**config.mk**
```make
export PLATFORM = sky130hd
export DESIGN_NAME = stop_mode_power_control
export DESIGN_NICKNAME = d
export VERILOG_FILES = /design/src/rtl/stop_ctrl_pkg.sv /design/src/rtl/stop_mode_power_control.sv
export VERILOG_INCLUDE_DIRS = /design/src /design/src/rtl
export SDC_FILE = /design/constraint.sdc
export NUM_CORES = 1
export LEC_CHECK = 0
export BUFFER_PORTS_ARGS = -buffer_cell sky130_fd_sc_hd__buf_2
export CORE_MARGIN = 8
export CORE_UTILIZATION = 50
export DETAILED_ROUTE_END_ITERATION = 12
export GPL_TIMING_DRIVEN = 0
export PLACE_DENSITY_LB_ADDON = 0.2
export SKIP_CTS_REPAIR_TIMING = 1
export SLEW_MARGIN = 20
export SYNTH_ARGS = -nofsm -noshare
export SYNTH_HDL_FRONTEND = slang
export SYNTH_SLANG_ARGS = --single-unit
```
**constraint.sdc**
```tcl
create_clock -name i_core_clk -period 2.33 [get_ports i_core_clk]
set_clock_uncertainty 0.2 [all_clocks]
set_input_delay 0.466 -clock i_core_clk [delete_from_list [all_inputs] [get_ports i_core_clk]]
set_output_delay 0.466 -clock i_core_clk [all_outputs]
set_load 0.02 [all_outputs]
```
**src/rtl/stop_ctrl_consts.svh**
```systemverilog
// Constants for the stop-mode power controller: mode encodings, vector
// addresses and wake-timer counts. Assumes a 250 MHz core clock.
`ifndef STOP_CTRL_CONSTS_SVH
`define STOP_CTRL_CONSTS_SVH

// Requested stop depth codes (software stop select field)
`define STOP_REQ_STOP3 2'h0
`define STOP_REQ_STOP2 2'h1
`define STOP_REQ_STOP1 2'h2

// Vector addresses handed to the core on wake
`define VEC_RESET 16'hfffe
`define VEC_IRQ 16'hfffa
`define VEC_KEYBOARD 16'hffd2
`define VEC_PERIODIC 16'hffcc

// Core clock and wake timer source
`define CORE_CLK_MHZ 250
`define WAKE_SRC_KHZ 1
// Core cycles per tick of the self-clocked wake source
`define WAKE_TICK_CYCLES ((`CORE_CLK_MHZ * 1000) / `WAKE_SRC_KHZ)
`define WAKE_TICK_W 18

`endif

```
**src/rtl/stop_ctrl_pkg.sv**
```systemverilog
// Types shared by the stop-mode power controller.
// Assumes the constants header is included by users of the encodings.
package stop_ctrl_pkg;

	typedef enum logic [1:0] {
		MODE_RUN,
		MODE_STOP3,
		MODE_STOP2,
		MODE_STOP1
	} stop_mode_t;

	typedef enum logic [2:0] {
		WAKE_NONE,
		WAKE_RESET,
		WAKE_IRQ,
		WAKE_KEYBOARD,
		WAKE_PERIODIC,
		WAKE_DEBUG
	} wake_cause_t;

	// Power and clock controls driven to the rest of the chip
	typedef struct packed {
		logic core_clk_run;
		logic periph_clk_run;
		logic debug_clk_run;
		logic clkgen_on;
		logic clkgen_standby;
		logic clkgen_keep_ref;
		logic regulator_full;
		logic converter_standby;
		logic pins_latched;
		logic pins_force_reset;
		logic ram_keep;
		logic keyboard_wake_en;
	} power_ctrl_t;

	// Wake answer to the core
	typedef struct packed {
		logic wake;
		logic take_reset;
		logic [15:0] vector;
		logic periph_reset;
	} wake_out_t;

endpackage

```
**src/rtl/stop_mode_power_control.sv**
```systemverilog
// Stop-mode power controller: picks the effective stop depth, drives the
// clock, regulator, pin and peripheral controls and resolves wake events.
// Assumes all inputs are synchronous to i_core_clk; wake pins arrive here
// already reduced to clean levels by the pad logic.
`timescale 1ns/1ps
`default_nettype none
`include "stop_ctrl_consts.svh"

module stop_mode_power_control #(
	parameter int unsigned WAKE_TICK_CYCLES = `WAKE_TICK_CYCLES
) (
	input wire logic i_core_clk,
	input wire logic i_rstn,
	input wire logic i_stop_instr,
	input wire logic i_stop_enable_bit,
	input wire logic [1:0] i_stop_select,
	input wire logic i_debug_mode_enable,
	input wire logic i_low_voltage_detect_enable,
	input wire logic i_low_voltage_detect_stop_enable,
	input wire logic i_clkgen_keep_ref,
	input wire logic [2:0] i_wakeup_period_select,
	input wire logic i_reset_pin_n,
	input wire logic i_irq_pin,
	input wire logic [7:0] i_keyboard_pins,
	input wire logic [7:0] i_keyboard_enable,
	input wire logic i_debug_background_cmd,
	input wire logic i_debug_mem_status_cmd,
	input wire logic i_partial_powerdown_acknowledge,
	output logic o_illegal_opcode_reset,
	output stop_ctrl_pkg::power_ctrl_t o_power,
	output stop_ctrl_pkg::wake_out_t o_wake,
	output logic o_in_stop,
	output stop_ctrl_pkg::stop_mode_t o_stop_mode,
	output logic o_debug_mem_grant,
	output logic o_debug_stop_error,
	output logic o_background_entry,
	output logic o_stop2_recovery_flag,
	output logic o_wake_tick_running,
	output logic o_periodic_wakeup_interrupt
);

	// ---------------------------------------------------------------
	// Reset synchroniser
	// ---------------------------------------------------------------
	logic rst_meta_q;
	logic rst_sync_q;
	logic rstn;

	// Two stages so release is clean relative to the core clock
	always_ff @(posedge i_core_clk or negedge i_rstn) begin
		if (!i_rstn) begin
			rst_meta_q <= 1'b0;
			rst_sync_q <= 1'b0;
		end else begin
			rst_meta_q <= 1'b1;
			rst_sync_q <= rst_meta_q;
		end
	end
	assign rstn = rst_sync_q;

	// ---------------------------------------------------------------
	// Effective mode selection
	// ---------------------------------------------------------------
	stop_ctrl_pkg::stop_mode_t mode_q;
	stop_ctrl_pkg::stop_mode_t mode_d;
	logic dbg_q;
	logic lvd_q;
	logic lvd_stop_q;
	logic keep_ref_q;
	logic enter;
	logic wake_any;
	stop_ctrl_pkg::wake_cause_t cause_d;

	// Debug or voltage watch forbids the deeper modes
	function automatic stop_ctrl_pkg::stop_mode_t pick_mode(input logic [1:0] sel, input logic dbg,
			input logic lvd_stop);
		stop_ctrl_pkg::stop_mode_t m;
		m = stop_ctrl_pkg::MODE_STOP3;
		if (!dbg && !lvd_stop) begin
			if (sel == `STOP_REQ_STOP2)
				m = stop_ctrl_pkg::MODE_STOP2;
			else if (sel == `STOP_REQ_STOP1)
				m = stop_ctrl_pkg::MODE_STOP1;
		end
		return m;
	endfunction

	assign enter = i_stop_instr && i_stop_enable_bit && (mode_q == stop_ctrl_pkg::MODE_RUN);
	assign mode_d = pick_mode(i_stop_select, i_debug_mode_enable, i_low_voltage_detect_stop_enable);

	// Illegal stop pulses a reset request and never enters a stop mode
	always_ff @(posedge i_core_clk or negedge rstn) begin
		if (!rstn)
			o_illegal_opcode_reset <= 1'b0;
		else
			o_illegal_opcode_reset <= i_stop_instr && !i_stop_enable_bit && (mode_q == stop_ctrl_pkg::MODE_RUN);
	end

	// Settings captured at the stop instruction stay fixed for the whole stop
	always_ff @(posedge i_core_clk or negedge rstn) begin
		if (!rstn) begin
			dbg_q <= 1'b0;
			lvd_q <= 1'b0;
			lvd_stop_q <= 1'b0;
			keep_ref_q <= 1'b0;
		end else if (enter) begin
			dbg_q <= i_debug_mode_enable;
			lvd_q <= i_low_voltage_detect_enable;
			lvd_stop_q <= i_low_voltage_detect_stop_enable;
			keep_ref_q <= i_clkgen_keep_ref;
		end
	end

	// ---------------------------------------------------------------
	// Self-clocked wake tick
	// ---------------------------------------------------------------
	logic [`WAKE_TICK_W-1:0] tick_cnt_q;
	logic tick_run;
	logic tick;

	assign tick_run = (i_wakeup_period_select != 3'h0);
	assign tick = tick_run && (tick_cnt_q == `WAKE_TICK_W'(WAKE_TICK_CYCLES - 1));

	// Runs through every mode since it is its own clock source; held in clear when off
	always_ff @(posedge i_core_clk or negedge rstn) begin
		if (!rstn)
			tick_cnt_q <= '0;
		else if (!tick_run || tick)
			tick_cnt_q <= '0;
		else
			tick_cnt_q <= tick_cnt_q + `WAKE_TICK_W'(1);
	end

	// ---------------------------------------------------------------
	// Wake resolution
	// ---------------------------------------------------------------
	logic kb_hit;
	logic dbg_wake;

	assign kb_hit = |(i_keyboard_pins & i_keyboard_enable) && (mode_q == stop_ctrl_pkg::MODE_STOP3);
	assign dbg_wake = i_debug_background_cmd && dbg_q;

	// Reset pin outranks every interrupt source; keyboard wakes only stop3 and the tick never wakes stop1
	always_comb begin
		cause_d = stop_ctrl_pkg::WAKE_NONE;
		if (!i_reset_pin_n)
			cause_d = stop_ctrl_pkg::WAKE_RESET;
		else if (i_irq_pin)
			cause_d = stop_ctrl_pkg::WAKE_IRQ;
		else if (kb_hit)
			cause_d = stop_ctrl_pkg::WAKE_KEYBOARD;
		else if (tick && mode_q != stop_ctrl_pkg::MODE_STOP1)
			cause_d = stop_ctrl_pkg::WAKE_PERIODIC;
		else if (dbg_wake)
			cause_d = stop_ctrl_pkg::WAKE_DEBUG;
	end
	assign wake_any = (mode_q != stop_ctrl_pkg::MODE_RUN) && (cause_d != stop_ctrl_pkg::WAKE_NONE);

	// Mode register
	always_ff @(posedge i_core_clk or negedge rstn) begin
		if (!rstn)
			mode_q <= stop_ctrl_pkg::MODE_RUN;
		else if (enter)
			mode_q <= mode_d;
		else if (wake_any)
			mode_q <= stop_ctrl_pkg::MODE_RUN;
	end

	// Wake answer: deep stops always restart through the reset vector
	always_ff @(posedge i_core_clk or negedge rstn) begin
		if (!rstn) begin
			o_wake <= '0;
			o_background_entry <= 1'b0;
		end else begin
			o_wake <= '0;
			o_background_entry <= 1'b0;
			if (wake_any) begin
				o_wake.wake <= 1'b1;
				if (mode_q != stop_ctrl_pkg::MODE_STOP3) begin
					o_wake.take_reset <= 1'b1;
					o_wake.periph_reset <= 1'b1;
					o_wake.vector <= `VEC_RESET;
				end else begin
					case (cause_d)
						stop_ctrl_pkg::WAKE_RESET: begin
							o_wake.take_reset <= 1'b1;
							o_wake.vector <= `VEC_RESET;
						end
						stop_ctrl_pkg::WAKE_IRQ: o_wake.vector <= `VEC_IRQ;
						stop_ctrl_pkg::WAKE_KEYBOARD: o_wake.vector <= `VEC_KEYBOARD;
						stop_ctrl_pkg::WAKE_PERIODIC: o_wake.vector <= `VEC_PERIODIC;
						stop_ctrl_pkg::WAKE_DEBUG: o_background_entry <= 1'b1;
						default: o_wake.vector <= `VEC_RESET;
					endcase
				end
			end
		end
	end

	// ---------------------------------------------------------------
	// Stop2 pin latch and recovery flag
	// ---------------------------------------------------------------
	logic recov_q;

	// Entry sets the latch; acknowledge clears it, but a fresh stop2 entry wins
	always_ff @(posedge i_core_clk or negedge rstn) begin
		if (!rstn)
			recov_q <= 1'b0;
		else if (enter && mode_d == stop_ctrl_pkg::MODE_STOP2)
			recov_q <= 1'b1;
		else if (i_partial_powerdown_acknowledge && mode_q == stop_ctrl_pkg::MODE_RUN)
			recov_q <= 1'b0;
	end

	// Flag only shows once the core is running again
	always_ff @(posedge i_core_clk or negedge rstn) begin
		if (!rstn)
			o_stop2_recovery_flag <= 1'b0;
		else
			o_stop2_recovery_flag <= recov_q && (mode_q == stop_ctrl_pkg::MODE_RUN);
	end

	// ---------------------------------------------------------------
	// Power and clock controls
	// ---------------------------------------------------------------
	always_ff @(posedge i_core_clk or negedge rstn) begin
		if (!rstn) begin
			o_power <= '0;
			o_power.core_clk_run <= 1'b1;
			o_power.periph_clk_run <= 1'b1;
			o_power.debug_clk_run <= 1'b1;
			o_power.clkgen_on <= 1'b1;
			o_power.regulator_full <= 1'b1;
			o_power.ram_keep <= 1'b1;
		end else begin
			o_power.pins_latched <= recov_q;
			o_power.keyboard_wake_en <= 1'b1;
			case (mode_q)
				stop_ctrl_pkg::MODE_RUN: begin
					o_power.core_clk_run <= 1'b1;
					o_power.periph_clk_run <= 1'b1;
					o_power.debug_clk_run <= 1'b1;
					o_power.clkgen_on <= 1'b1;
					o_power.clkgen_standby <= 1'b0;
					o_power.clkgen_keep_ref <= 1'b0;
					o_power.regulator_full <= 1'b1;
					o_power.converter_standby <= 1'b0;
					o_power.pins_force_reset <= 1'b0;
					o_power.ram_keep <= 1'b1;
				end
				stop_ctrl_pkg::MODE_STOP3: begin
					o_power.core_clk_run <= 1'b0;
					o_power.periph_clk_run <= 1'b0;
					o_power.debug_clk_run <= dbg_q;
					o_power.clkgen_on <= dbg_q;
					o_power.clkgen_standby <= !dbg_q;
					o_power.clkgen_keep_ref <= !dbg_q && keep_ref_q;
					o_power.regulator_full <= dbg_q || (lvd_q && lvd_stop_q);
					o_power.converter_standby <= 1'b1;
					o_power.pins_force_reset <= 1'b0;
					o_power.ram_keep <= 1'b1;
				end
				default: begin
					// Stop2 and stop1: everything off except RAM in stop2
					o_power.core_clk_run <= 1'b0;
					o_power.periph_clk_run <= 1'b0;
					o_power.debug_clk_run <= 1'b0;
					o_power.clkgen_on <= 1'b0;
					o_power.clkgen_standby <= 1'b0;
					o_power.clkgen_keep_ref <= 1'b0;
					o_power.regulator_full <= 1'b0;
					o_power.converter_standby <= 1'b1;
					o_power.pins_force_reset <= (mode_q == stop_ctrl_pkg::MODE_STOP1);
					o_power.ram_keep <= (mode_q == stop_ctrl_pkg::MODE_STOP2);
					o_power.keyboard_wake_en <= 1'b0;
				end
			endcase
		end
	end

	// ---------------------------------------------------------------
	// Debug status answers and visible state
	// ---------------------------------------------------------------
	always_ff @(posedge i_core_clk or negedge rstn) begin
		if (!rstn) begin
			o_debug_mem_grant <= 1'b0;
			o_debug_stop_error <= 1'b0;
			o_in_stop <= 1'b0;
			o_stop_mode <= stop_ctrl_pkg::MODE_RUN;
			o_wake_tick_running <= 1'b0;
			o_periodic_wakeup_interrupt <= 1'b0;
		end else begin
			o_debug_mem_grant <= i_debug_mem_status_cmd && (mode_q == stop_ctrl_pkg::MODE_RUN);
			o_debug_stop_error <= i_debug_mem_status_cmd && (mode_q != stop_ctrl_pkg::MODE_RUN);
			o_in_stop <= (mode_q != stop_ctrl_pkg::MODE_RUN);
			o_stop_mode <= mode_q;
			o_wake_tick_running <= tick_run;
			o_periodic_wakeup_interrupt <= tick;
		end
	end

endmodule
`default_nettype wire

```
==> results.json <==
{
  "period_share_pct": 92.9,
  "synthesis.nets": 249,
  "ir_worst_vdd_v": 0.000392,
  "num_vias": 1689,
  "ioPinCount": 75,
  "synth_edf_count": 0,
  "avgSynthCellArea_um2": 11.0,
  "critical_path.cell_chain": "or4b_4, nor4_4, nand2_1, nand2_1, buf_2, nor2_1",
  "p_leak_nw": 1.52,
  "initial_core_util_pct": 50.6,
  "max-cap-violations": 0,
  "synthCells": 212,
  "place_area_um2": 2800,
  "min_period_ns": 2.16,
  "clock_latency_ns": 0.30,
  "netlist_area_um2": 2340,
  "portBuffers": 73,
  "status": "complete, no violations",
  "grt-ovfl-total": 0,
  "vias_per_cell": 4.84,
  "grt_antenna_before_repair": 0,
  "end_kind": "flip-flop",
  "hp-class": "flip-flop to asynchronous set/reset pin",
  "cts_sinks": 55,
  "drive_above_1_share_pct": 37.3,
  "cts_tree": "built",
  "crit_type": "flip-flop to flip-flop",
  "grt_setup_unrepaired": "no",
  "critPathSlowestCell": "or4b_4",
  "finalSetupViolCount": 0,
  "power_switching_uw": 578,
  "cts-root-buf": "clkbuf_8",
  "antenna_cells": 0,
  "arrival_ns": 2.16,
  "tightest_slew_ns": 0.622,
  "p_int_mw": 1.42,
  "firstDrtPassIters": 4,
  "first_iter_violations": 112,
  "critPathMaxFanout": 10,
  "fin_area_um2": 2900,
  "ys_types": 36,
  "synth_warnings": 0,
  "power_density_nw_per_um2": 690,
  "totalWireLength_um": 4590,
  "power.share.clock_pct": 26.2,
  "grt_max_degree": 29,
  "comb_power_share_pct": 18.0,
  "fp.dieW_um": 84.4,
  "seq_power_share_pct": 55.8,
  "switching_share_pct": 28.9,
  "crit_top_cell": "nand2_1",
  "fin_nets": 331,
  "die_area_um2": 7130,
  "crit_path_start_kind": "flip-flop",
  "final_hold_viol_count": 0,
  "grt_first_pass_wirelength_um": 7630,
  "ys_ff_latch": 55,
  "yosysSeqAreaShare_pct": 59.0,
  "cts_buffers": 5,
  "maxSlewViolCount": 0,
  "die_y_um": 84.4,
  "async_reset_ff_share_pct": 100,
  "clockBufferDepth": 2,
  "clkTransAtPathRegs_ns": 0.09,
  "cts.htree.levels": 2,
  "synth_ff_type": "dfrtp_1",
  "drt-wirelength-per-cell_um": 13.2,
  "holdWs_ns": 0.0892,
  "first_global_vias": 1662,
  "num_rows": 25,
  "core_um2": 4630,
  "area_growth_pct": 23.8,
  "slowest_delay_ns": 0.56,
  "antenna_left": 0,
  "fmaxAchievable_mhz": 462,
  "drc": 0,
  "grt_use_total_pct": 13.3,
  "gp_congestion": 0.732,
  "max_slew_margin_pct": 58.2,
  "critPathRequiredTime_ns": 2.33,
  "hpwl_um": 3640
}
## per-stage QoR
step	setup WS, ns	utilization, %	cells	total power [mW]	TNS [ns]
global route	0.0568	62.6	349	2.11	0
finish	0.166	62.6	349	2.00	0
floorplan	0.349	-	212	1.37	0
global placement	-0.0366	59.9	339	1.48	-1.66
detailed placement	0.163	60.4	340	1.50	0
CTS	0.149	62.4	348	2.03	0
## critical path: cells and delay by family, from the launching register on
family / cells / cell delay, ns
and+or+nand+nor: 5 / 1.15
DFF: 1 / 0.44
buffers and inverters: 1 / 0.26
## cell usage in the layout (no fill, tap or decap), types with 2 or more instances in the layout
cell type   count
buf_2          75
dfrtp_1        50
nor2_1         25
nand2_1        18
buf_4          13
nor3_1         10
xor2_1         10
inv_1           9
nand3_1         8
and3_1          8
xnor2_1         6
clkbuf_8        5
and2_1          4
a22oi_1         4
o21ai_0         4
mux2_2          4
dfstp_2         4
clkbuf_1        3
nand4_1         3
a32o_1          3
ha_1            3
nor2b_1         2
a21oi_1         2
o211ai_1        2
conb_1          2
clkinvlp_4      2
## layer usage
metal / track usage [%] / vias up / routed length [um]
met5: 0 / - / 0
met4: 4.37 / 0 / 44
met3: 5.85 / 5 / 385
met2: 20.2 / 58 / 2040
met1: 16.6 / 771 / 2120
li1: - / 855 / -
## cell families (layout without fill, tap and decap cells)
group,Yosys count,count (layout),synth area share [%]
muxes,4,4,1.92
other,2,2,0.321
xor gates and xnor gates,16,16,5.98
AOI/OAI and AO/OA,17,17,5.08
buffers and inverters,28,111,7.00
DFF,55,55,59.0
adders and majority gates,3,3,1.60
and+or+nand+nor,87,87,19.1
## cell usage after synthesis (2+ instances only)
master	count	area share, %
a21oi_1	2	0.43
a22oi_1	4	1.3
a32o_1	3	1.3
and2_1	4	1.1
and3_1	8	2.1
buf_2	2	0.43
buf_4	13	4.2
clkbuf_1	3	0.48
conb_1	2	0.32
dfrtp_1	51	54
dfstp_2	4	4.5
ha_1	3	1.6
inv_1	9	1.4
mux2_2	4	1.9
nand2_1	18	2.9
nand3_1	8	1.7
nand4_1	3	0.80
nor2_1	25	4.0
nor2b_1	2	0.53
nor3_1	10	2.1
o211ai_1	2	0.64
o21ai_0	4	0.85
xnor2_1	6	2.2
xor2_1	10	3.7
## power by group through the flow
stage / combinational, mW / clock [mW] / sequential [mW]
global route: 0.400 / 0.582 / 1.13
finish: 0.360 / 0.523 / 1.12
CTS: 0.365 / 0.543 / 1.12
floorplan: 0.195 / 0 / 1.17
detailed placement: 0.362 / 0 / 1.14
global placement: 0.343 / 0 / 1.14
## sequential cells by signal, summed over array words and instances, names as in the netlist, 2 cells and up
register     count
mode_q           2
o_power         10
o_stop_mode      2
o_wake           8
tick_cnt_q      18
## area by class of cell
type	instances	area, um^2
Inverter	9	33.8
Clock buffer	5	68.8
Fill cell	400	1730
Timing Repair Buffer	75	395
Sequential cell	55	1380
Clock inverter	3	23.8
Multi-Input combinational cell	129	797
Buffer	19	130
Tap cell	54	67.6
## path summary, 6_finish.rpt
check,start,to,slack (ns),depth (start not counted)
worst max-delay path,tick_cnt_q[8],tick_cnt_q[9],0.17,6
worst min-delay path,rst_sync_q,tick_cnt_q[4],0.09,0
worst max register to register,tick_cnt_q[8],tick_cnt_q[9],0.17,6
worst min register to register,rst_sync_q,tick_cnt_q[4],0.09,0
max in group asynchronous,rst_sync_q,o_power[11],1.22,1
min in group i_core_clk,i_stop_enable_bit,o_illegal_opcode_reset,0.10,2
Power figures use the tool's default switching activity.
